$ cat src/hdl/flow_consts.vh
// constants for the in-band pause/resume flow control block
`ifndef FLOW_CONSTS_VH
`define FLOW_CONSTS_VH
`define CH_RESUME 8'h11
`define CH_PAUSE 8'h13
`define CH_ENQ 8'h05
`define CH_ACK 8'h06
`define DATA_W 8
`define FIFO_DEPTH 8
`define FIFO_AW 3
`endif

$ cat src/hdl/char_fifo.v
// small flip-flop FIFO with valid/ready on both sides
`timescale 1ns/1ps
module char_fifo #(
    parameter WIDTH = 8,
    parameter DEPTH = 8,
    parameter AW = 3
) (
    // clock and reset
    input wire mclk,
    input wire rst_b,
    // fill side
    input wire in_valid,
    output wire in_ready,
    input wire [WIDTH-1:0] in_data,
    // drain side
    output wire out_valid,
    input wire out_ready,
    output wire [WIDTH-1:0] out_data
);
    reg [WIDTH-1:0] mem_r [0:DEPTH-1];
    reg [AW-1:0] wr_ptr_r;
    reg [AW-1:0] rd_ptr_r;
    reg [AW:0] count_r;
    reg full_r;
    wire push;
    wire pop;
    // sized at counter width so the compare below is exact
    localparam [AW:0] LAST_CNT = DEPTH - 1;
    // registered full flag keeps in_ready off the counter compare path
    assign in_ready = !full_r;
    assign out_valid = (count_r != {(AW+1){1'b0}});
    assign out_data = mem_r[rd_ptr_r];
    assign push = in_valid && in_ready;
    assign pop = out_valid && out_ready;
    always @(posedge mclk) begin
        if (push) begin
            mem_r[wr_ptr_r] <= in_data;
        end
    end
    always @(posedge mclk or negedge rst_b) begin
        if (!rst_b) begin
            wr_ptr_r <= {AW{1'b0}};
            rd_ptr_r <= {AW{1'b0}};
            count_r <= {(AW+1){1'b0}};
            full_r <= 1'b0;
        end else begin
            if (push) begin
                wr_ptr_r <= wr_ptr_r + {{(AW-1){1'b0}}, 1'b1};
            end
            if (pop) begin
                rd_ptr_r <= rd_ptr_r + {{(AW-1){1'b0}}, 1'b1};
            end
            if (push && !pop) begin
                count_r <= count_r + {{AW{1'b0}}, 1'b1};
                full_r <= (count_r == LAST_CNT);
            end else if (pop && !push) begin
                count_r <= count_r - {{AW{1'b0}}, 1'b1};
                full_r <= 1'b0;
            end
        end
    end
endmodule

$ cat src/hdl/flow_ctrl.v
// in-band pause/resume flow control between a local source and a serial peer
// Notes on behaviour
// RQ1: resume code is 0x11, used to restart a paused transmitter.
// RQ2: pause code is 0x13, used to halt the transmitter.
// RQ3: on pause, stop handing further data characters to the link.
// RQ4: stay halted until resume arrives, then continue sending.
// RQ5: resume from the exact queued character, nothing skipped or repeated.
// RQ6: resume while not paused is ignored.
// RQ7: the remote receiver sends pause when behind and resume once caught up.
// RQ8: control codes must lie outside payload; escaping covers the overlap.
// RQ9: optional mode: a doubled control code is one literal data character.
// RQ10: optional alternate pacing: enquiry 0x05 pauses, acknowledge 0x06 resumes.
// RQ11: flow characters are consumed and never delivered as receive payload.
// RQ12: a character already handed to the shifter completes before halting.
`timescale 1ns/1ps
`include "flow_consts.vh"
module flow_ctrl (
    // clock and reset
    input wire mclk,
    input wire rst_b,
    // mode straps, sampled through two flops
    input wire escape_en,
    input wire enq_ack_mode,
    // local transmit source
    input wire src_valid,
    output wire src_ready,
    input wire [`DATA_W-1:0] src_data,
    // character transmitter (one character per handshake)
    output reg tx_valid,
    input wire tx_ready,
    output reg [`DATA_W-1:0] tx_data,
    // character receiver
    input wire rx_valid,
    input wire [`DATA_W-1:0] rx_data,
    // receive payload out
    output reg rxo_valid,
    output reg [`DATA_W-1:0] rxo_data,
    // status
    output reg paused
);
    localparam ST_NORMAL = 2'b01;
    localparam ST_HELD = 2'b10;

    reg [1:0] esc_sync_r;
    reg [1:0] mode_sync_r;
    reg [1:0] state_r;
    reg [1:0] state_nxt;
    reg pend_r;
    reg [`DATA_W-1:0] pend_data_r;
    wire q_valid;
    wire q_ready;
    wire [`DATA_W-1:0] q_data;
    wire esc_on;
    wire alt_on;
    wire [`DATA_W-1:0] code_pause;
    wire [`DATA_W-1:0] code_resume;
    wire is_pause;
    wire is_resume;
    wire is_ctrl;
    wire literal;

    char_fifo #(
        .WIDTH(`DATA_W),
        .DEPTH(`FIFO_DEPTH),
        .AW(`FIFO_AW)
    ) u_fifo (
        .mclk(mclk),
        .rst_b(rst_b),
        .in_valid(src_valid),
        .in_ready(src_ready),
        .in_data(src_data),
        .out_valid(q_valid),
        .out_ready(q_ready),
        .out_data(q_data)
    );

    always @(posedge mclk or negedge rst_b) begin
        if (!rst_b) begin
            esc_sync_r <= 2'b00;
            mode_sync_r <= 2'b00;
        end else begin
            esc_sync_r <= {esc_sync_r[0], escape_en};
            mode_sync_r <= {mode_sync_r[0], enq_ack_mode};
        end
    end
    assign esc_on = esc_sync_r[1];
    assign alt_on = mode_sync_r[1];

    assign code_pause = alt_on ? `CH_ENQ : `CH_PAUSE; // RQ2 RQ10
    assign code_resume = alt_on ? `CH_ACK : `CH_RESUME; // RQ1 RQ10
    assign is_pause = rx_data == code_pause;
    assign is_resume = rx_data == code_resume;
    assign is_ctrl = is_pause || is_resume; // RQ8
    // second identical control code in a row is a literal
    assign literal = esc_on && pend_r && rx_data == pend_data_r; // RQ9

    always @* begin
        state_nxt = state_r;
        // with escaping, a code acts only once the next character proves it single
        if (!esc_on && rx_valid && is_ctrl) begin
            case (state_r)
                ST_NORMAL: begin
                    if (is_pause) begin
                        state_nxt = ST_HELD; // RQ3
                    end
                end
                ST_HELD: begin
                    if (is_resume) begin
                        state_nxt = ST_NORMAL; // RQ4 RQ6
                    end
                end
                default: begin
                    state_nxt = ST_NORMAL;
                end
            endcase
        end else if (esc_on && rx_valid && pend_r && !literal) begin
            // held single code is now confirmed as control
            case (state_r)
                ST_NORMAL: begin
                    if (pend_data_r == code_pause) begin
                        state_nxt = ST_HELD; // RQ3
                    end
                end
                ST_HELD: begin
                    if (pend_data_r == code_resume) begin
                        state_nxt = ST_NORMAL; // RQ4 RQ6
                    end
                end
                default: begin
                    state_nxt = ST_NORMAL;
                end
            endcase
        end
    end

    // fifo pops only when the tx register is empty or the link takes its character, so position is kept
    assign q_ready = (state_r == ST_NORMAL) && (!tx_valid || tx_ready); // RQ5

    always @(posedge mclk or negedge rst_b) begin
        if (!rst_b) begin
            state_r <= ST_NORMAL;
            pend_r <= 1'b0;
            pend_data_r <= {`DATA_W{1'b0}};
            tx_valid <= 1'b0;
            tx_data <= {`DATA_W{1'b0}};
            rxo_valid <= 1'b0;
            rxo_data <= {`DATA_W{1'b0}};
            paused <= 1'b0;
        end else begin
            state_r <= state_nxt;
            paused <= state_nxt == ST_HELD;
            rxo_valid <= 1'b0;
            // the pending code is resolved on the next received character
            if (rx_valid) begin
                if (literal) begin
                    pend_r <= 1'b0;
                    rxo_valid <= 1'b1; // RQ9
                    rxo_data <= rx_data;
                end else if (esc_on && is_ctrl) begin
                    pend_r <= 1'b1; // RQ11
                    pend_data_r <= rx_data;
                end else if (!is_ctrl) begin
                    pend_r <= 1'b0;
                    rxo_valid <= 1'b1;
                    rxo_data <= rx_data;
                end
            end else if (!esc_on) begin
                pend_r <= 1'b0;
            end
            // an accepted character stays offered until taken, even if paused
            if (q_valid && q_ready) begin
                tx_valid <= 1'b1;
                tx_data <= q_data;
            end else if (tx_ready) begin
                tx_valid <= 1'b0; // RQ12
            end
        end
    end
endmodule

$ cat config.mk
export PLATFORM = sky130hd
export DESIGN_NAME = flow_ctrl
export DESIGN_NICKNAME = d
export VERILOG_FILES = /design/src/hdl/char_fifo.v /design/src/hdl/flow_ctrl.v
export VERILOG_INCLUDE_DIRS = /design/src /design/src/hdl
export SDC_FILE = /design/constraint.sdc
export NUM_CORES = 1
export LEC_CHECK = 0
export ABC_AREA = 1
export BUFFER_PORTS_ARGS = -buffer_cell sky130_fd_sc_hd__buf_2
export CORE_MARGIN = 4
export CORE_UTILIZATION = 40
export CTS_CLUSTER_DIAMETER = 150
export DETAILED_ROUTE_END_ITERATION = 8
export HOLD_SLACK_MARGIN = 0.02
export PLACE_DENSITY = 0.58
export SETUP_SLACK_MARGIN = 0.02
export SLEW_MARGIN = 0
export SYNTH_ARGS = -nofsm -noshare
export SYNTH_HDL_FRONTEND = slang
export SYNTH_HIERARCHICAL = 1
export SYNTH_SLANG_ARGS = --single-unit
export TNS_END_PERCENT = 5
$ cat constraint.sdc
create_clock -name mclk -period 2.5 [get_ports mclk]
set_clock_uncertainty 0.2 [all_clocks]
set_input_delay 0.5 -clock mclk [delete_from_list [all_inputs] [get_ports mclk]]
set_output_delay 0.5 -clock mclk [all_outputs]
set_load 0.01 [all_outputs]
==> flow_metrics.py, run 1 <==
metrics = {
    "die": {
        "initial_core_util_pct": 41.6,
        "fp.dieW_um": 121,
        "die_y_um": 121,
        "num_rows": 40,
        "dieArea_mm2": 0.0146,
        "coreArea_mm2": 0.0123,
        "io-pin-count": 43,
    },
    "worst_setup_path": {
        "required_ns": 2.54,
        "timing.rr.start": "state_r[0]",
        "crit_type": "reg2reg",
        "cp-startpoint": "state_r[0]",
        "cp-end-kind": "register",
        "cp-start-kind": "register",
        "critPathArrivalTime_ns": 2.33,
        "reg2reg_depth": 13,
        "crit_fanout": 3,
    },
    "pwr": {
        "p_total_mw": 5.61,
        "powerDensity_mw_per_mm2": 966,
        "max-vdd-ir-drop_v": 0.000496,
        "leakage_nw": 2.60,
    },
    "routing": {
        "drtAntennaViolNets": 0,
        "firstDrtPassIters": 4,
        "drt-total-wl_mm": 10.5,
        "drtIter0Drc": 171,
        "routedWlPerCell_um": 13.9,
        "drc_errors": 0,
        "vias": 3606,
        "routed_via_density": 4.78,
    },
    "cells_and_area": {
        "drive_gt1_share_pct": 20.5,
        "final_util_pct": 47.4,
        "antenna_cells": 0,
        "seqCellArea_mm2": 0.00305,
        "multi_input_area_mm2": 0.00176,
        "fill_cells": 1156,
        "final_cells": 754,
        "area.growth.synth_to_final_pct": 14.0,
        "fin_area_mm2": 0.00581,
        "nNetsFinal": 612,
    },
    "placed_design": {
        "gp_congestion": 0.780,
        "place_area_mm2": 0.00550,
        "dp_cells": 737,
        "dp_hpwl_mm": 7.27,
        "port_buffers": 42,
    },
    "timing": {
        "finalCritPeriodShare_pct": 91.6,
        "post-route-min-period_ns": 2.29,
        "fmax_mhz": 437,
        "grt_setup_unrepaired": "false",
        "relSlewSlack_pct": 56.4,
        "worst_slew_pin_slew_ns": 0.654,
        "tns_ns": 0,
        "hold_viol": 0,
        "drv_slew": 0,
        "setup_violations": 0,
    },
    "clocking": {
        "path_clk_slew_ns": 0.07,
        "cts_made_buffers": 9,
        "clk_latency_ns": 0.34,
        "cts_max_level": 3,
        "cts_buffer_depth": 2,
        "root_buffer": "clkbuf_16",
        "postCtsHoldBufs": 0,
        "cts_tree": "built",
        "clkSinkCount": 109,
    },
    "logic_synthesis": {
        "synth_fp_nets": 557,
        "syn_area_per_cell_um2": 9.69,
        "yosysWarnings": 6,
        "synth_area_mm2": 0.00510,
        "synth_seq_area_share_pct": 59.8,
        "ys_seq_elements": 109,
        "synth_cells": 526,
        "ys_types": 36,
    },
    "worst_hold_path": {
        "hold_path_class": "in2async",
    },
    "flow_run": {
        "drv_cap": 0,
    },
    "global_routing": {
        "grt_max_degree": 46,
        "gr-total-overflow": 0,
        "grt_first_pass_wirelength_mm": 17.5,
        "antenna_found_initial": 0,
        "grt_pass1_vias": 3583,
        "grt_use_total_pct": 15.2,
    },
    "outcome": {
        "status": "finished, final reports clean",
    },
}
[critical path, stage by stage (launching register included)]
cell      delay [ns]
dfstp_2         0.53
ha_2            0.18
a21boi_2        0.18
nand2_1         0.09
ha_1            0.21
inv_2           0.08
buf_4           0.12
ha_1            0.24
nand2_1         0.08
nand2_1         0.05
nand2_1         0.05
nand2_1         0.05
nand3_1         0.07
nand2_1         0.05
[stage by stage]
| step | setup WS [ns] | hold slack, ns |
|---|---|---|
| floorplan | 0.0201 | 0.00441 |
| global placement | 0.144 | 0.133 |
| detailed placement | 0.0930 | 0.143 |
| CTS | 0.0314 | 0.0523 |
| global route | 0.00707 | 0.0510 |
| finish | 0.210 | 0.0409 |
[final timing paths]
| check | endpoint | slack [ns] |
|---|---|---|
| max | u_fifo/count_r[3] | 0.21 |
| min | u_fifo/count_r[3] | 0.04 |
| max reg2reg | u_fifo/count_r[3] | 0.21 |
| min reg2reg | esc_sync_r[1] | 0.15 |
| max in group asynchronous | pend_data_r[1] | 1.67 |
| min in group mclk | esc_sync_r[0] | 0.06 |
[cells in the final DEF (no fill, tap or decap), drive strengths merged, types with 8 or more instances in the layout]
master | Yosys | routed
o21ai | 51 | 51
buf | 12 | 57
clkinv | 2 | 9
nand2 | 204 | 204
mux2 | 8 | 8
nand3 | 18 | 18
inv | 47 | 47
clkbuf | 1 | 9
dfrtp | 44 | 44
edfxtp | 64 | 64
nor2 | 50 | 50
[synthesized netlist by cell type (all sizes together)]
library cell / instances / area share, %
clkbuf: 1 / 0.15
dfrtp: 44 / 22
or2: 2 / 0.25
inv: 47 / 3.6
clkinv: 2 / 0.15
xor2: 3 / 0.52
o211ai: 1 / 0.15
a21oi: 5 / 0.79
mux2: 8 / 1.8
nand4: 1 / 0.42
nor2: 50 / 4.0
ha: 7 / 1.7
o21ai: 51 / 5.9
fa: 1 / 0.39
nand2: 204 / 16
o22ai: 1 / 0.12
a21boi: 1 / 0.15
xnor2: 2 / 0.34
nand3: 18 / 2.1
edfxtp: 64 / 38
dfstp: 1 / 0.52
buf: 12 / 2.2
[metal layers]
metal	up-vias	wire [um]	GRT usage, %
met5	-	0	0
met1	1708	5060	21.6
met4	0	150	5.59
met3	10	412	2.19
met2	82	4880	23.8
li1	1806	-	-
[power by group]
group,switching (mW),internal [mW]
combinational,1.10,0.674
sequential,0.268,2.23
clock,0.658,0.680
total,2.03,3.58
[cell type report]
cell class	count	share of cell area, %
Sequential cell	109	52.5
Clock buffer	9	3.88
Multi-Input combinational cell	355	30.3
Inverter	49	3.25
Tap cell	168	3.62
Timing Repair Buffer	57	5.56
Clock inverter	7	0.926
[registers in the layout, summed over array words and instances (netlist names)]
name             count
rxo_valid            1
u_fifo/wr_ptr_r      3
state_r              2
esc_sync_r           2
tx_data              8
u_fifo/mem_r        64
mode_sync_r          2
u_fifo/count_r       4
tx_valid             1
u_fifo/rd_ptr_r      3
pend_r               1
pend_data_r          8
rxo_data             8
paused               1
u_fifo/full_r        1
[kinds of logic (layout without fill, tap and decap cells)]
kind of cell | after synthesis | in the layout | share of synthesized area (%)
adder cells (fa/ha/maj) | 8 | 8 | 2.11
XOR/XNOR | 5 | 5 | 0.859
flip-flops | 109 | 109 | 59.8
AND/OR/NAND/NOR | 275 | 275 | 22.3
buffers and inverters | 62 | 122 | 6.04
AO/OA/AOI/OAI | 59 | 59 | 7.09
multiplexers | 8 | 8 | 1.77
[timing repair]
action,CTS,global route
endpoints found under the setup margin,0,1
resized for setup,0,4
buffers inserted,0,1
(Power assumes the default switching activity.)
==> run 2, diff against run 1 <==
--- a/config.mk
+++ b/config.mk
@@ -9,11 +9,11 @@
 export ABC_AREA = 1
 export BUFFER_PORTS_ARGS = -buffer_cell sky130_fd_sc_hd__buf_2
 export CORE_MARGIN = 4
-export CORE_UTILIZATION = 40
+export CORE_UTILIZATION = 54
 export CTS_CLUSTER_DIAMETER = 150
 export DETAILED_ROUTE_END_ITERATION = 8
 export HOLD_SLACK_MARGIN = 0.02
-export PLACE_DENSITY = 0.58
+export PLACE_DENSITY = 0.75
 export SETUP_SLACK_MARGIN = 0.02
 export SLEW_MARGIN = 0
 export SYNTH_ARGS = -nofsm -noshare
==> flow_metrics.py, run 2 (synthesized netlist as in run 1, its figures left out) <==
metrics = {
    "timing": {
        "grt_setup_unrepaired": "false",
        "fmax_mhz": 423,
        "relSlewSlack_pct": 61.0,
        "drv_slew": 0,
        "hold_viol": 0,
        "setup_violations": 0,
        "post-route-min-period_ns": 2.36,
        "tns_ns": 0,
        "finalCritPeriodShare_pct": 94.5,
        "worst_slew_pin_slew_ns": 0.585,
    },
    "die": {
        "io-pin-count": 43,
        "initial_core_util_pct": 55.4,
        "num_rows": 35,
        "coreArea_mm2": 0.00920,
        "fp.dieW_um": 105,
        "die_y_um": 105,
        "dieArea_mm2": 0.0111,
    },
    "pwr": {
        "powerDensity_mw_per_mm2": 952,
        "max-vdd-ir-drop_v": 0.000500,
        "leakage_nw": 2.60,
    },
    "global_routing": {
        "antenna_found_initial": 0,
        "grt_pass1_vias": 3432,
        "grt_use_total_pct": 19.5,
        "grt_first_pass_wirelength_mm": 17.0,
        "gr-total-overflow": 0,
        "grt_max_degree": 34,
    },
    "flow_run": {
        "drv_cap": 0,
    },
    "worst_setup_path": {
        "timing.rr.start": "state_r[0]",
        "critPathArrivalTime_ns": 2.43,
        "cpLargestDelayFamily": "simple AND/OR/NAND/NOR gates",
        "cp-end-kind": "register",
        "r2r_slack_ns": 0.14,
        "cp_cell_sequence": "ha_2 > a21boi_4 > nand2_2 > ha_2 > inv_2 > ha_4 > or2_2 > nand2_1 > nand2_1 > nand3_2 > nand2_1",
        "cp-startpoint": "state_r[0]",
        "crit_fanout": 4,
        "cp.buffers_inverters": 1,
        "cp-start-kind": "register",
        "cp_slowest_stage_delay_ns": 0.57,
        "timing.rr.end": "u_fifo/count_r[3]",
        "crit_type": "reg2reg",
        "reg2reg_depth": 11,
        "slowest_stage": "dfstp_2",
        "required_ns": 2.57,
        "cpMostUsedCell": "nand2_1",
    },
    "routing": {
        "routedWlPerCell_um": 14.6,
        "firstDrtPassIters": 5,
        "drt-total-wl_mm": 10.3,
        "routed_via_density": 5.22,
        "drtAntennaViolNets": 0,
        "drtIter0Drc": 283,
        "vias": 3663,
        "drc_errors": 0,
    },
    "clocking": {
        "clkSinkCount": 109,
        "clk_latency_ns": 0.37,
        "cts_buffer_depth": 2,
        "postCtsSetupBuffers": 0,
        "path_clk_slew_ns": 0.10,
        "cts_made_buffers": 9,
        "cts_max_level": 3,
        "root_buffer": "clkbuf_8",
        "cts_tree": "built",
    },
    "cells_and_area": {
        "antenna_cells": 0,
        "regMostFlops": "u_fifo/mem_r",
        "nNetsFinal": 617,
        "final_cell_mix": "nand2_1, edfxtp_1, nor2_1",
        "final_common_cell": "nand2_1",
        "final_cells": 702,
        "area.growth.synth_to_final_pct": 12.4,
        "drive_gt1_share_pct": 21.3,
        "fin_area_mm2": 0.00573,
        "largest_reg_flops": 64,
    },
    "worst_hold_path": {
        "hold_path_class": "reg2reg",
        "min_to": "esc_sync_r[1]",
        "holdPathStages": 0,
        "min-delay-start": "esc_sync_r[0]",
    },
    "outcome": {
        "status": "finished, final reports clean",
    },
    "placed_design": {
        "port_buffers": 42,
        "place_area_mm2": 0.00546,
        "dp_hpwl_mm": 7.03,
        "dp_cells": 683,
        "gp_congestion": 0.919,
    },
}
-- run 2: changes by cell type in the layout (fill, tap and decap cells not counted), sizes merged --
cell / delta
dlygate4sd3: +3
inv: +3
clkinv: -4
bufinv: +1
buf: +2
-- run 2: worst max path at each step --
stage          slack [ns]                 to  depth (start not counted)
2_1_floorplan        0.02  u_fifo/count_r[3]                         11
3_3_place_gp         0.13  u_fifo/count_r[3]                         11
6_report             0.14  u_fifo/count_r[3]                         11
3_5_place_dp         0.01  u_fifo/count_r[3]                         11
4_1_cts              0.04  u_fifo/count_r[3]                         11
5_1_grt              0.05  u_fifo/count_r[3]                         13
-- run 2: where the power goes --
part / internal [mW] / total (mW) / switching (mW)
Sequential: 2.23 / 2.43 / 0.203
Clock: 0.480 / 1.10 / 0.623
Combinational: 0.716 / 1.92 / 1.20
-- run 2: area by class of cell --
type	instances	area, um^2
inverters	49	189
clock inverters	7	82.6
flip-flops and latches	109	3050
multi-input cells	355	1780
repair buffers	62	368
clock buffers	9	124
well taps	111	139
fillers	743	3470
-- run 2: repair_timing --
action,in CTS,in global routing
hold buffers,3,0
hold endpoints to repair,23,0
gates resized for setup,1,7
pin swaps,0,0
endpoints found under the setup margin,1,1
-- run 2: metal layers --
| layer | wire (um) | vias up | track usage, % |
|---|---|---|---|
| met1 | 4770 | 1731 | 27.8 |
| met2 | 4870 | 100 | 30.3 |
| li1 | - | 1819 | - |
| met3 | 518 | 13 | 4.39 |
| met4 | 118 | 0 | 4.97 |
| met5 | 0 | - | 0 |
-- run 2: metrics by stage --
stage	setup slack (ns)	hold WS, ns	utilization [%]	power, mW
6_report	0.139	0.160	62.3	5.45
3_3_place_gp	0.133	0.134	59.3	4.24
4_1_cts	0.0375	0.164	61.9	5.43
2_1_floorplan	0.0201	0.00441	-	3.76
5_1_grt	0.0474	0.174	62.3	5.85
3_5_place_dp	0.0102	0.140	59.3	4.32
